[src/hw/asf_regs.svh]
/*
 * Register offsets, field positions, reset values and timing counts of the
 * asynchronous serial unit. Assumes a byte-addressed bus, one word per register.
 */
`ifndef ASF_REGS_SVH
`define ASF_REGS_SVH

// Byte offsets on the register bus.
`define ASF_OFF_STATUS  5'h00
`define ASF_OFF_DATA    5'h04
`define ASF_OFF_CR1     5'h08
`define ASF_OFF_CR2     5'h0c
`define ASF_OFF_BAUD    5'h10

// Control register one fields; bit 7 is the received ninth bit.
`define ASF_CR1_T8      6
`define ASF_CR1_PDOWN   5
`define ASF_CR1_M       4
`define ASF_CR1_WAKE    3
`define ASF_CR1_PCE     2
`define ASF_CR1_PS      1
`define ASF_CR1_PIE     0

// Control register two fields.
`define ASF_CR2_TIE     7
`define ASF_CR2_TX_DONE_IRQ_ENABLE    6
`define ASF_CR2_RIE     5
`define ASF_CR2_LINE_QUIET_IRQ_ENABLE    4
`define ASF_CR2_TE      3
`define ASF_CR2_RE      2
`define ASF_CR2_RWU     1
`define ASF_CR2_SBK     0

// Reset values.
`define ASF_STATUS_RST  8'hc0
`define ASF_CR1_RST     7'h00
`define ASF_CR2_RST     8'h00
`define ASF_BAUD_RST    16'h006c

// Timing counts in sixteenth-bit ticks.
`define ASF_LAST_SUB    4'hf
`define ASF_SMP_FIRST   4'h7
`define ASF_SMP_SECOND  4'h8
`define ASF_SMP_LAST    4'h9
`define ASF_IDLE_LAST8  8'h9f
`define ASF_IDLE_LAST9  8'haf

`endif

[src/hw/asf_pkg.sv]
/*
 * Types shared by the asynchronous serial unit.
 * Assumes nothing of its surroundings.
 */
package asf_pkg;
	typedef enum logic [1:0] {
		ST_IDLE  = 2'h0,
		ST_START = 2'h1,
		ST_DATA  = 2'h3,
		ST_STOP  = 2'h2
	} asf_frame_state_t;

	typedef enum logic [1:0] {
		KIND_DATA     = 2'h0,
		KIND_BREAK    = 2'h1,
		KIND_PREAMBLE = 2'h2
	} asf_tx_kind_t;
endpackage

[src/hw/asf_rx_sampler.sv]
/*
 * Receive bit sampler and shift register of the asynchronous serial unit.
 * Assumes one tick pulse per sixteenth of a bit and a pin from outside the clock.
 */
`timescale 1ns/1ps
`include "asf_regs.svh"

module asf_rx_sampler import asf_pkg::*; (
	// Clock and reset
	input  wire logic       clock,
	input  wire logic       rst_n,
	// Control
	input  wire logic       tick,
	input  wire logic       rx_on,
	input  wire logic       nine_bits,
	// Serial pin
	input  wire logic       rx_pin,
	// Word out
	output logic            word_done,
	output logic [8:0]      word,
	output logic            noise,
	output logic            frame_err,
	output logic            idle_det,
	output logic            busy
);

	logic             sync_a;
	logic             sync_b;
	logic             sync_c;
	logic             line;
	asf_frame_state_t state;
	logic [3:0]       sub;
	logic [3:0]       cnt;
	logic [1:0]       smp;
	logic [8:0]       shreg;
	logic             noisy;
	logic [7:0]       idle_cnt;
	logic             idle_armed;
	logic             maj;
	logic             nz;

	////////////////////////////////////////////////////////////////////////////////
	// The line level changes only once two later synchroniser stages agree.
	always_ff @(posedge clock or negedge rst_n) begin
		if (!rst_n) begin
			sync_a <= 1'b1;
			sync_b <= 1'b1;
			sync_c <= 1'b1;
			line   <= 1'b1;
		end else begin
			sync_a <= rx_pin;
			sync_b <= sync_a;
			sync_c <= sync_b;
			if (sync_b == sync_c)
				line <= sync_c;
		end
	end

	assign maj  = (smp[1] & smp[0]) | (smp[1] & line) | (smp[0] & line);
	assign nz   = ~((smp[1] == smp[0]) && (smp[0] == line));
	assign busy = (state != ST_IDLE);

	////////////////////////////////////////////////////////////////////////////////
	always_ff @(posedge clock or negedge rst_n) begin
		if (!rst_n) begin
			state      <= ST_IDLE;
			sub        <= 4'h0;
			cnt        <= 4'h0;
			smp        <= 2'h3;
			shreg      <= 9'h000;
			noisy      <= 1'b0;
			idle_cnt   <= 8'h00;
			idle_armed <= 1'b0;
			word_done  <= 1'b0;
			word       <= 9'h000;
			noise      <= 1'b0;
			frame_err  <= 1'b0;
			idle_det   <= 1'b0;
		end else begin
			word_done <= 1'b0;
			idle_det  <= 1'b0;
			if (!rx_on) begin
				state    <= ST_IDLE;
				idle_cnt <= 8'h00;
			end else if (tick && state == ST_IDLE) begin
				if (!line) begin
					state    <= ST_START;
					sub      <= 4'h0;
					cnt      <= 4'h0;
					noisy    <= 1'b0;
					idle_cnt <= 8'h00;
				end else if (idle_armed) begin
					idle_cnt <= idle_cnt + 8'h01;
					if (idle_cnt == (nine_bits ? `ASF_IDLE_LAST9 : `ASF_IDLE_LAST8)) begin
						idle_det   <= 1'b1;
						idle_armed <= 1'b0;
					end
				end
			end else if (tick) begin
				sub <= sub + 4'h1;
				if (sub == `ASF_SMP_FIRST || sub == `ASF_SMP_SECOND)
					smp <= {smp[0], line};
				if (sub == `ASF_SMP_LAST) begin
					case (state)
						ST_START: begin
							if (maj)
								state <= ST_IDLE;
							else
								noisy <= nz;
						end
						ST_DATA: begin
							shreg <= {maj, shreg[8:1]};
							noisy <= noisy | nz;
						end
						default: begin
							word_done  <= 1'b1;
							word       <= nine_bits ? shreg : {1'b0, shreg[8:1]};
							noise      <= noisy | nz;
							frame_err  <= ~maj;
							state      <= ST_IDLE;
							idle_armed <= 1'b1;
							idle_cnt   <= 8'h00;
						end
					endcase
				end
				if (sub == `ASF_LAST_SUB) begin
					case (state)
						ST_START: state <= ST_DATA;
						ST_DATA: begin
							cnt <= cnt + 4'h1;
							if (cnt == (nine_bits ? 4'h8 : 4'h7))
								state <= ST_STOP;
						end
						default: state <= state;
					endcase
				end
			end
		end
	end

endmodule

[src/hw/asf_core.sv]
/*
 * Asynchronous serial unit: status flags, control registers, transmitter,
 * interrupt request and low-power gating, behind an Avalon-MM slave.
 * Assumes one 200 MHz clock, the receive sampler below it, and a CPU that
 * supplies halt, wait and global interrupt mask levels.
 */
// How it works
// - In halt, transmit and receive stop until halt ends; no wake from halt.
// - An enabled interrupt wakes the device from wait.
// - All events share one request, each gated by enable and global mask.
// - Status reads c0 after reset.
// - Buffer-empty flag sets when holding data moves to the shifter.
// - Empty and done flags clear by status read then data write.
// - Holding data never moves while the buffer-empty flag is set.
// - Done flag sets after a data frame, never after preamble or break.
// - Ready flag sets on a readable word; status then data read clears.
// - Idle flag sets on idle line, once until ready sets again.
// - Overrun sets when ready is still set; holding data is kept.
// - Noise flag sets on a noisy frame, no interrupt of its own.
// - Framing flag has no interrupt; overrun alone is set when both occur.
// - Parity flag sets on mismatch; interrupts with its enable.
// - Ninth received bit lands in control bit 7; bit 6 is sent.
// - Power-down stops prescaler and outputs after the current byte.
// - Word-length bit picks eight or nine data bits.
// - Wake bit picks idle-line or address-mark wake-up.
// - Parity goes in the word's top bit, checked on receive, per byte.
// - Parity select picks even or odd, applied from the next byte.
// - Majority of samples eight to ten; disagreement raises noise.
// - Muted, address mark wake clears mute and receives the word.
// - Muted, idle wake clears mute without the idle flag.
`timescale 1ns/1ps
`include "asf_regs.svh"

module asf_core import asf_pkg::*; (
	// Clock and reset
	input  wire logic        clock,
	input  wire logic        rst_n,
	// Avalon-MM slave
	input  wire logic [4:0]  address,
	input  wire logic        read,
	input  wire logic        write,
	input  wire logic [31:0] writedata,
	output logic [31:0]      readdata,
	output logic             waitrequest,
	// Processor context
	input  wire logic        halt_mode,
	input  wire logic        wait_mode,
	input  wire logic        global_irq_mask,
	output logic             irq,
	output logic             wait_wake,
	// Serial line
	input  wire logic        rx_pin,
	output logic             tx_out,
	output logic             tx_oe
);

	logic [6:0]       cr1;
	logic [7:0]       cr2;
	logic [15:0]      baud;
	logic             tx_buffer_empty_flag, tc, rx_ready_flag, idle_flag, or_flag, nf, fe, pe;
	logic             rx_ninth_bit;
	logic [7:0]       tx_hold;
	logic [7:0]       rx_hold;
	logic [7:0]       status;
	logic [15:0]      rd_mux;
	logic             acc, st_rd, dat_rd, dat_wr, armed, clr_tx, clr_rx;
	logic [15:0]      baud_cnt;
	logic             tick, run_en, tx_busy, rx_busy;
	asf_frame_state_t tx_state;
	asf_tx_kind_t     tx_kind;
	logic [3:0]       tx_sub, tx_cnt;
	logic [8:0]       tx_shift, tx_word;
	logic             tx_m, te_prev, pre_pend;
	logic             tx_go, tx_start, load_tx, tc_set, next_tx_line;
	logic             rx_m, rx_pce, rx_ps;
	logic             word_done, rx_noise, rx_ferr, idle_det;
	logic [8:0]       rx_word;
	logic             rx_msb, rx_perr, muted, accept, ovr, load_rx;
	logic             mute_clr, idle_armed, ev;

	assign status = {tx_buffer_empty_flag, tc, rx_ready_flag, idle_flag, or_flag, nf, fe, pe};
	assign muted  = cr2[`ASF_CR2_RWU];

	////////////////////////////////////////////////////////////////////////////////
	// Bus slave: one wait cycle, then the access is taken.
	assign acc    = (read | write) & ~waitrequest;
	assign st_rd  = acc & read & (address == `ASF_OFF_STATUS);
	assign dat_rd = acc & read & (address == `ASF_OFF_DATA);
	assign dat_wr = acc & write & (address == `ASF_OFF_DATA);
	assign clr_tx = dat_wr & armed;
	assign clr_rx = dat_rd & armed;

	always_ff @(posedge clock or negedge rst_n) begin
		if (!rst_n)
			waitrequest <= 1'b1;
		else
			waitrequest <= ~(waitrequest & (read | write));
	end

	always_comb begin
		case (address)
			`ASF_OFF_STATUS: rd_mux = {8'h00, status};
			`ASF_OFF_DATA:   rd_mux = {8'h00, rx_hold};
			`ASF_OFF_CR1:    rd_mux = {8'h00, rx_ninth_bit, cr1};
			`ASF_OFF_CR2:    rd_mux = {8'h00, cr2};
			`ASF_OFF_BAUD:   rd_mux = baud;
			default:         rd_mux = 16'h0000;
		endcase
	end

	always_ff @(posedge clock or negedge rst_n) begin
		if (!rst_n)
			readdata <= 32'h0000_0000;
		else if (waitrequest && read)
			readdata <= {16'h0000, rd_mux};
	end

	// A status read arms the clearing; any data access disarms it.
	always_ff @(posedge clock or negedge rst_n) begin
		if (!rst_n)
			armed <= 1'b0;
		else if (st_rd)
			armed <= 1'b1;
		else if (dat_rd || dat_wr)
			armed <= 1'b0;
	end

	always_ff @(posedge clock or negedge rst_n) begin
		if (!rst_n) begin
			cr1     <= `ASF_CR1_RST;
			baud    <= `ASF_BAUD_RST;
			tx_hold <= 8'h00;
		end else if (acc && write) begin
			if (address == `ASF_OFF_CR1)
				cr1 <= writedata[6:0];
			if (address == `ASF_OFF_BAUD)
				baud <= writedata[15:0];
			if (address == `ASF_OFF_DATA)
				tx_hold <= writedata[7:0];
		end
	end

	// Hardware clearing of mute wins over a software write.
	assign mute_clr = muted & ((idle_det & ~cr1[`ASF_CR1_WAKE]) |
		(word_done & cr1[`ASF_CR1_WAKE] & rx_msb));

	always_ff @(posedge clock or negedge rst_n) begin
		if (!rst_n) begin
			cr2 <= `ASF_CR2_RST;
		end else begin
			if (acc && write && address == `ASF_OFF_CR2)
				cr2 <= writedata[7:0];
			if (mute_clr)
				cr2[`ASF_CR2_RWU] <= 1'b0;
		end
	end

	////////////////////////////////////////////////////////////////////////////////
	// Sixteenth-bit tick; stopped in halt and, once idle, in power-down.
	assign run_en = ~halt_mode &
		~(cr1[`ASF_CR1_PDOWN] & ~tx_busy & ~rx_busy);

	always_ff @(posedge clock or negedge rst_n) begin
		if (!rst_n) begin
			baud_cnt <= 16'h0000;
			tick     <= 1'b0;
		end else if (!run_en) begin
			tick <= 1'b0;
		end else if (baud_cnt >= baud) begin
			baud_cnt <= 16'h0000;
			tick     <= 1'b1;
		end else begin
			baud_cnt <= baud_cnt + 16'h0001;
			tick     <= 1'b0;
		end
	end

	////////////////////////////////////////////////////////////////////////////////
	// Transmitter.
	always_comb begin
		tx_word = {cr1[`ASF_CR1_T8], tx_hold};
		if (cr1[`ASF_CR1_PCE]) begin
			if (cr1[`ASF_CR1_M])
				tx_word[8] = ^tx_hold[7:0] ^ cr1[`ASF_CR1_PS];
			else
				tx_word[7] = ^tx_hold[6:0] ^ cr1[`ASF_CR1_PS];
		end
	end

	assign tx_busy  = (tx_state != ST_IDLE);
	assign tx_go    = tick & ~tx_busy & cr2[`ASF_CR2_TE];
	assign tx_start = tx_go & (cr2[`ASF_CR2_SBK] | pre_pend | ~tx_buffer_empty_flag);
	assign load_tx  = tx_go & ~cr2[`ASF_CR2_SBK] & ~pre_pend & ~tx_buffer_empty_flag;
	assign tc_set   = tick & (tx_sub == `ASF_LAST_SUB) & (tx_state == ST_STOP) &
		(tx_kind == KIND_DATA);

	always_ff @(posedge clock or negedge rst_n) begin
		if (!rst_n) begin
			tx_state <= ST_IDLE;
			tx_kind  <= KIND_DATA;
			tx_sub   <= 4'h0;
			tx_cnt   <= 4'h0;
			tx_shift <= 9'h1ff;
			tx_m     <= 1'b0;
		end else if (tx_start) begin
			tx_state <= ST_START;
			tx_sub   <= 4'h0;
			tx_cnt   <= 4'h0;
			tx_m     <= cr1[`ASF_CR1_M];
			tx_shift <= tx_word;
			tx_kind  <= cr2[`ASF_CR2_SBK] ? KIND_BREAK :
				(pre_pend ? KIND_PREAMBLE : KIND_DATA);
		end else if (tick && tx_busy) begin
			tx_sub <= tx_sub + 4'h1;
			if (tx_sub == `ASF_LAST_SUB) begin
				case (tx_state)
					ST_START: tx_state <= ST_DATA;
					ST_DATA: begin
						tx_shift <= {1'b1, tx_shift[8:1]};
						tx_cnt   <= tx_cnt + 4'h1;
						if (tx_cnt == (tx_m ? 4'h8 : 4'h7))
							tx_state <= ST_STOP;
					end
					default: tx_state <= ST_IDLE;
				endcase
			end
		end
	end

	// Raising the transmit enable queues one preamble frame.
	always_ff @(posedge clock or negedge rst_n) begin
		if (!rst_n) begin
			te_prev  <= 1'b0;
			pre_pend <= 1'b0;
		end else begin
			te_prev <= cr2[`ASF_CR2_TE];
			if (cr2[`ASF_CR2_TE] && !te_prev)
				pre_pend <= 1'b1;
			else if (tx_go && !cr2[`ASF_CR2_SBK])
				pre_pend <= 1'b0;
		end
	end

	always_comb begin
		case (tx_state)
			ST_START: next_tx_line = (tx_kind == KIND_PREAMBLE);
			ST_DATA:  next_tx_line = (tx_kind == KIND_DATA) ? tx_shift[0] :
				(tx_kind == KIND_PREAMBLE);
			ST_STOP:  next_tx_line = (tx_kind != KIND_BREAK);
			default:  next_tx_line = 1'b1;
		endcase
	end

	always_ff @(posedge clock or negedge rst_n) begin
		if (!rst_n) begin
			tx_out <= 1'b1;
			tx_oe  <= 1'b0;
		end else begin
			tx_out <= next_tx_line;
			tx_oe  <= (cr2[`ASF_CR2_TE] | tx_busy) &
				~(cr1[`ASF_CR1_PDOWN] & ~tx_busy & ~rx_busy);
		end
	end

	// Transmit flags; a hardware set wins over the clearing sequence.
	always_ff @(posedge clock or negedge rst_n) begin
		if (!rst_n) begin
			tx_buffer_empty_flag <= 1'b1;
			tc   <= 1'b1;
		end else begin
			if (clr_tx) begin
				tx_buffer_empty_flag <= 1'b0;
				tc   <= 1'b0;
			end
			if (load_tx)
				tx_buffer_empty_flag <= 1'b1;
			if (tc_set)
				tc <= 1'b1;
		end
	end

	////////////////////////////////////////////////////////////////////////////////
	// Receiver. Frame format is taken only between words.
	always_ff @(posedge clock or negedge rst_n) begin
		if (!rst_n) begin
			rx_m   <= 1'b0;
			rx_pce <= 1'b0;
			rx_ps  <= 1'b0;
		end else if (!rx_busy) begin
			rx_m   <= cr1[`ASF_CR1_M];
			rx_pce <= cr1[`ASF_CR1_PCE];
			rx_ps  <= cr1[`ASF_CR1_PS];
		end
	end

	asf_rx_sampler u_rx (
		.clock     (clock),
		.rst_n     (rst_n),
		.tick      (tick),
		.rx_on     (cr2[`ASF_CR2_RE]),
		.nine_bits (rx_m),
		.rx_pin    (rx_pin),
		.word_done (word_done),
		.word      (rx_word),
		.noise     (rx_noise),
		.frame_err (rx_ferr),
		.idle_det  (idle_det),
		.busy      (rx_busy)
	);

	assign rx_msb  = rx_m ? rx_word[8] : rx_word[7];
	assign rx_perr = rx_pce & ((rx_m ? ^rx_word[8:0] : ^rx_word[7:0]) ^ rx_ps);
	assign accept  = word_done & (~muted | (cr1[`ASF_CR1_WAKE] & rx_msb));
	assign ovr     = accept & rx_ready_flag & ~clr_rx;
	assign load_rx = accept & ~ovr;

	always_ff @(posedge clock or negedge rst_n) begin
		if (!rst_n) begin
			rx_hold      <= 8'h00;
			rx_ninth_bit <= 1'b0;
		end else if (load_rx) begin
			rx_hold <= rx_word[7:0];
			if (rx_m)
				rx_ninth_bit <= rx_word[8];
		end
	end

	always_ff @(posedge clock or negedge rst_n) begin
		if (!rst_n) begin
			rx_ready_flag      <= 1'b0;
			or_flag   <= 1'b0;
			nf        <= 1'b0;
			fe        <= 1'b0;
			pe        <= 1'b0;
			idle_flag <= 1'b0;
		end else begin
			if (clr_rx) begin
				rx_ready_flag      <= 1'b0;
				or_flag   <= 1'b0;
				nf        <= 1'b0;
				fe        <= 1'b0;
				pe        <= 1'b0;
				idle_flag <= 1'b0;
			end
			if (load_rx) begin
				rx_ready_flag <= 1'b1;
				if (rx_noise)
					nf <= 1'b1;
				if (rx_ferr)
					fe <= 1'b1;
				if (rx_perr)
					pe <= 1'b1;
			end
			if (ovr)
				or_flag <= 1'b1;
			if (idle_det && !muted && idle_armed)
				idle_flag <= 1'b1;
		end
	end

	always_ff @(posedge clock or negedge rst_n) begin
		if (!rst_n)
			idle_armed <= 1'b1;
		else if (load_rx)
			idle_armed <= 1'b1;
		else if (idle_det && !muted)
			idle_armed <= 1'b0;
	end

	////////////////////////////////////////////////////////////////////////////////
	// Interrupt request and wait wake-up.
	assign ev = (tx_buffer_empty_flag & cr2[`ASF_CR2_TIE]) | (tc & cr2[`ASF_CR2_TX_DONE_IRQ_ENABLE]) |
		((rx_ready_flag | or_flag) & cr2[`ASF_CR2_RIE]) | (idle_flag & cr2[`ASF_CR2_LINE_QUIET_IRQ_ENABLE]) |
		(pe & cr1[`ASF_CR1_PIE]);

	always_ff @(posedge clock or negedge rst_n) begin
		if (!rst_n) begin
			irq       <= 1'b0;
			wait_wake <= 1'b0;
		end else begin
			irq       <= ev & ~global_irq_mask & ~halt_mode;
			wait_wake <= ev & ~global_irq_mask & ~halt_mode & wait_mode;
		end
	end

	////////////////////////////////////////////////////////////////////////////////
	// Checks.
	property p_reset_status;
		@(posedge clock) disable iff (!rst_n)
		$rose(rst_n) |-> status == `ASF_STATUS_RST;
	endproperty
	a_reset_status: assert property (p_reset_status) else $error("status not c0 after reset");

	property p_load_sets_empty;
		@(posedge clock) disable iff (!rst_n)
		load_tx |-> !tx_buffer_empty_flag ##1 tx_buffer_empty_flag && tx_state == ST_START;
	endproperty
	a_load_sets_empty: assert property (p_load_sets_empty) else $error("empty flag not set on load");

	property p_no_load_when_empty;
		@(posedge clock) disable iff (!rst_n)
		tx_buffer_empty_flag |-> !load_tx && !(tx_start && !cr2[`ASF_CR2_SBK] && !pre_pend);
	endproperty
	a_no_load_when_empty: assert property (p_no_load_when_empty) else $error("loaded while empty");

	property p_done_only_data;
		@(posedge clock) disable iff (!rst_n)
		$rose(tc) |-> $past(tx_state) == ST_STOP && $past(tx_kind) == KIND_DATA;
	endproperty
	a_done_only_data: assert property (p_done_only_data) else $error("done after non-data frame");

	property p_clear_tx;
		@(posedge clock) disable iff (!rst_n)
		st_rd ##[1:20] (dat_wr && !load_tx && !tc_set) |=> !tx_buffer_empty_flag && !tc;
	endproperty
	a_clear_tx: assert property (p_clear_tx) else $error("transmit flags not cleared");

	property p_overrun_keeps;
		@(posedge clock) disable iff (!rst_n)
		ovr |=> or_flag && $stable(rx_hold) && !$rose(fe);
	endproperty
	a_overrun_keeps: assert property (p_overrun_keeps) else $error("overrun lost holding data");

	property p_halt_quiet;
		@(posedge clock) disable iff (!rst_n)
		halt_mode [*2] |-> !irq && !tick;
	endproperty
	a_halt_quiet: assert property (p_halt_quiet) else $error("activity during halt");

	property p_mark_wakes;
		@(posedge clock) disable iff (!rst_n)
		word_done && muted && cr1[`ASF_CR1_WAKE] && rx_msb |=> !muted && (rx_ready_flag || or_flag);
	endproperty
	a_mark_wakes: assert property (p_mark_wakes) else $error("address mark did not wake");

	property p_wait_wake;
		@(posedge clock) disable iff (!rst_n)
		ev && wait_mode && !global_irq_mask && !halt_mode |=> wait_wake && irq;
	endproperty
	a_wait_wake: assert property (p_wait_wake) else $error("no wake from wait");

endmodule

[config.mk]
export PLATFORM = sky130hd
export DESIGN_NAME = asf_core
export DESIGN_NICKNAME = d
export VERILOG_FILES = /design/src/hw/asf_pkg.sv /design/src/hw/asf_rx_sampler.sv /design/src/hw/asf_core.sv
export VERILOG_INCLUDE_DIRS = /design/src /design/src/hw
export SDC_FILE = /design/constraint.sdc
export NUM_CORES = 1
export LEC_CHECK = 0
export BUFFER_PORTS_ARGS = -buffer_cell sky130_fd_sc_hd__buf_2
export CAP_MARGIN = 20
export CELL_PAD_IN_SITES_DETAIL_PLACEMENT = 1
export CELL_PAD_IN_SITES_GLOBAL_PLACEMENT = 1
export CORE_MARGIN = 1.5
export CORE_UTILIZATION = 40
export DETAILED_ROUTE_END_ITERATION = 8
export PLACE_DENSITY_LB_ADDON = 0.1
export SLEW_MARGIN = 30
export SYNTH_ARGS = -nofsm -noshare
export SYNTH_HDL_FRONTEND = slang
export SYNTH_SLANG_ARGS = --single-unit
[constraint.sdc]
create_clock -name clock -period 2.1 [get_ports clock]
set_input_delay 0.525 -clock clock [delete_from_list [all_inputs] [get_ports clock]]
set_output_delay 0.525 -clock clock [all_outputs]
set_load 0.01 [all_outputs]
==> flow_summary_export.csv <==
group,metric,value,unit
run_status,outcome,"finished with violations",
run_status,violations,"setup timing",
floorplanning,core,0.0204,mm^2
global_route,grt_pass1_wl,34600,um
worst_setup_path,end_kind,"flip-flop",
sta,period_share,101,%
synth,yosysUniqueCellTypes,69,
synth,async_reset_ff_share,100,%
synth,netlist_top_cells_area,"dfrtp_1 44%, mux2_2 8.3%, dfstp_2 7.5%",
worst_setup_path,required,2.41,ns
placed_design,place_hpwl,15400,um
min_path,hold_path.class,"primary input to asynchronous set/reset pin",
routing,drtIter0Drc,184,
cells_and_area,regArea,0.00431,mm^2
synth,synth-edff-count,0,
global_route,grt_use_total,20.1,%
placed_design,io_buffer_count,49,
worst_setup_path,crit_arrival,2.42,ns
cells_and_area,antenna_cells,0,
synth,synth_top_cell_area_share,43.6,%
pwr,p_leak,4.54,nW
pwr,clockPowerShare,37.1,%
synth,synth-seq-cells,171,
cells_and_area,n_fill_cell,2277,
pwr,irDropWorstVdd,0.527,mV
sta,setup_slack,-0.0107,ns
sta,setup_viol,3,
pwr,pwr-share-seq,44.0,%
routing,viasPerCell,5.32,
pwr,p_int,6.53,mW
worst_setup_path,crit_start,"baud[3]",
worst_setup_path,crit_chain,"inv_2, ha_4, o211ai_1, a21oi_1, and4b_1, o21ai_4, buf_6, nor2_2, a221o_1",
floorplanning,io_pins,82,
pwr,totalPowerFinal,9.16,mW
sta,rsz0062_at_grt,"true",
routing,wl_per_cell,18.0,um
worst_setup_path,worstSetupPathType,"flip-flop to flip-flop",
worst_setup_path,r2r_start,"baud[3]",
sta,finalClockSkew,0.00685,ns
sta,fin_setup_tns,-0.0208,ns
synth,yosys.area.top_type,"dfrtp_1",
global_route,grt_max_degree,56,
cells_and_area,syn_to_final_growth,17.8,%
clock_network,clkTransAtPathRegs,0.06,ns
clock_network,cts.sinks,171,
pwr,switching_share,28.7,%
global_route,grt_pass1_vias,6557,
clock_network,cts_tree,"yes",
routing,num_vias,6086,
worst_setup_path,critical-path-max-stage-delay,0.54,ns
synth,ys.flop_type,"dfrtp_1",
run,drv_cap,0,
sta,maxSlewHeadroom,67.0,%
worst_setup_path,critPathLaunchType,"flip-flop",
sta,hold_viol,0,
pwr,combPwrFrac,19.0,%
synth,synth_area,0.00843,mm^2
sta,min_period,2.11,ns
clock_network,cts_root_buf,"clkbuf_16",
routing,post-route-drc-count,0,
clock_network,numCtsBuffers,17,
global_route,antenna_found_initial,0,
synth,ys_warn_count,0,
cells_and_area,drive_gt1_share,27.9,%
synth,syn-instance-count,775,
sta,drv_slew,0,
sta,max_freq,474,MHz
synth,syn_area_per_cell,10.9,um^2
placed_design,place.gp.congestion,0.831,
sta,tightest_slew,0.491,ns
pwr,p_sw,2.63,mW
clock_network,cts_buffer_depth,2,
cells_and_area,multi_input_comb_area,0.00386,mm^2
pwr,p_per_area,922,mW/mm^2
worst_setup_path,crit_slowest_cell,"dfstp_2",
routing,wirelength,20700,um
cells_and_area,nets,933,
global_route,gr-total-overflow,0,
synth,ys_seq_area_share,51.1,%
floorplanning,die_y,148,um
floorplanning,initial_core_util,41.3,%
routing,ant_nets,0,
clock_network,h-tree-depth,4,
floorplanning,die_w,148,um
floorplanning,die-area,0.0220,mm^2
clock_network,worstSkewPairLatency,0.42,ns
routing,first_pass_iters,4,
floorplanning,rows,52,
worst_setup_path,cp_max_fo,7,
through the flow:
stage                     setup WS, ns  instance area [um^2]  hold WS [ns]  std cells  utilization, %
after global routing           -0.0878                  9940        0.0462       1145            48.6
after floorplan                 0.0970                  8490         0.229        790               -
after detailed placement        -0.111                  9200         0.348       1111            45.1
after global placement         -0.0482                  9200         0.346       1111            45.1
after CTS                     0.000136                  9910        0.0330       1143            48.5
final                          -0.0107                  9940        0.0358       1145            48.6
path summary, 6_finish.rpt:
check                         endpoint  slack (ns)  cells after the start
hold / removal               tx_cnt[2]        0.04                      1
setup reg to reg           baud_cnt[4]       -0.01                      9
hold reg to reg            u_rx.sync_b        0.36                      0
min in group clock         u_rx.sync_a        0.19                      1
setup / recovery           baud_cnt[4]       -0.01                      9
max in group asynchronous  u_rx.smp[0]        1.32                      2
routing by layer:
layer,routed length (um),up-vias,GRT usage (%)
li1,-,2875,-
met1,9530,3087,26.4
met4,342,0,5.89
met5,0,-,0
met3,647,26,3.93
met2,10100,98,33.9
state kept, by name (all words and copies together) (netlist names), 2 cells and up:
register       cells
baud              16
baud_cnt          16
readdata          16
tx_shift           9
u_rx.shreg         9
u_rx.word          9
cr2                8
rx_hold            8
tx_hold            8
u_rx.idle_cnt      8
cr1                7
tx_cnt             4
tx_sub             4
u_rx.cnt           4
u_rx.sub           4
tx_kind            2
tx_state           2
u_rx.smp           2
u_rx.state         2
cell families after synthesis:
group                    share of synthesized area (%)
AO/OA/AOI/OAI                                     11.2
other                                           0.0445
XOR/XNOR                                          3.74
buffers and inverters                             4.47
multiplexers                                      11.7
flip-flops                                        51.1
adder cells (fa/ha/maj)                           3.98
AND/OR/NAND/NOR                                   13.7
Yosys cell counts, drive strengths merged (5+ instances only):
cell type and number:
mux2i 28, buf 36, o21ai 65, mux2 63, and2 7, ha 26
nor2 50, o22ai 5, nor2b 7, a22o 18, inv 32, nand4 8
nor4 5, a21oi 22, nand2 91, xnor2 15, nor3 17, xor2 21
dfstp 24, a221oi 8, nand3 22, dfrtp 147
area by class of cell:
cell class / instances / share of cell area (%)
sequential: 171 / 43.4
timing repair buffer: 93 / 6.56
inverter: 32 / 1.21
tap: 270 / 3.40
multi-input combinational: 547 / 38.9
clock inverter: 7 / 0.970
clock buffer: 25 / 5.62
critical path: cells and delay by family, from the launching register on:
kind / cells / cell delay (ns)
AO/OA/AOI/OAI: 4 / 0.72
flip-flops: 1 / 0.54
buffers and inverters: 2 / 0.21
adder cells (fa/ha/maj): 1 / 0.25
AND/OR/NAND/NOR: 2 / 0.27
cell usage in the layout (no fill, tap or decap), types with 7 or more instances in the layout:
cell type / Yosys / routed
mux2_2: 62 / 62
nand4_1: 7 / 7
xnor2_1: 15 / 15
inv_1: 32 / 30
a22o_1: 18 / 18
buf_4: 20 / 37
clkbuf_16: 0 / 19
mux2i_1: 28 / 28
buf_2: 13 / 48
nor3_1: 16 / 16
nand3_1: 20 / 20
dfrtp_1: 147 / 147
conb_1: 1 / 16
xor2_1: 21 / 21
a221oi_1: 8 / 8
dfstp_2: 24 / 24
nand2_1: 90 / 90
nor2b_1: 7 / 7
o21ai_0: 60 / 56
ha_1: 26 / 24
nor2_1: 46 / 43
a21oi_1: 21 / 18
power by group through the flow:
stage	Sequential, mW	Combinational, mW	Clock (mW)
after floorplan	3.97	1.08	0
after global placement	4.05	1.53	0
after detailed placement	4.08	1.63	0
after CTS	4.03	1.74	3.48
after global routing	4.08	1.97	3.63
final	4.03	1.74	3.40
repair_timing:
action,in CTS,in global routing
endpoints found under the setup margin,9,11
pin swaps,6,4
gates resized for setup,12,6
hold buffers,0,0
setup buffers,0,2
No activity file was read; power rests on OpenSTA's default activity.
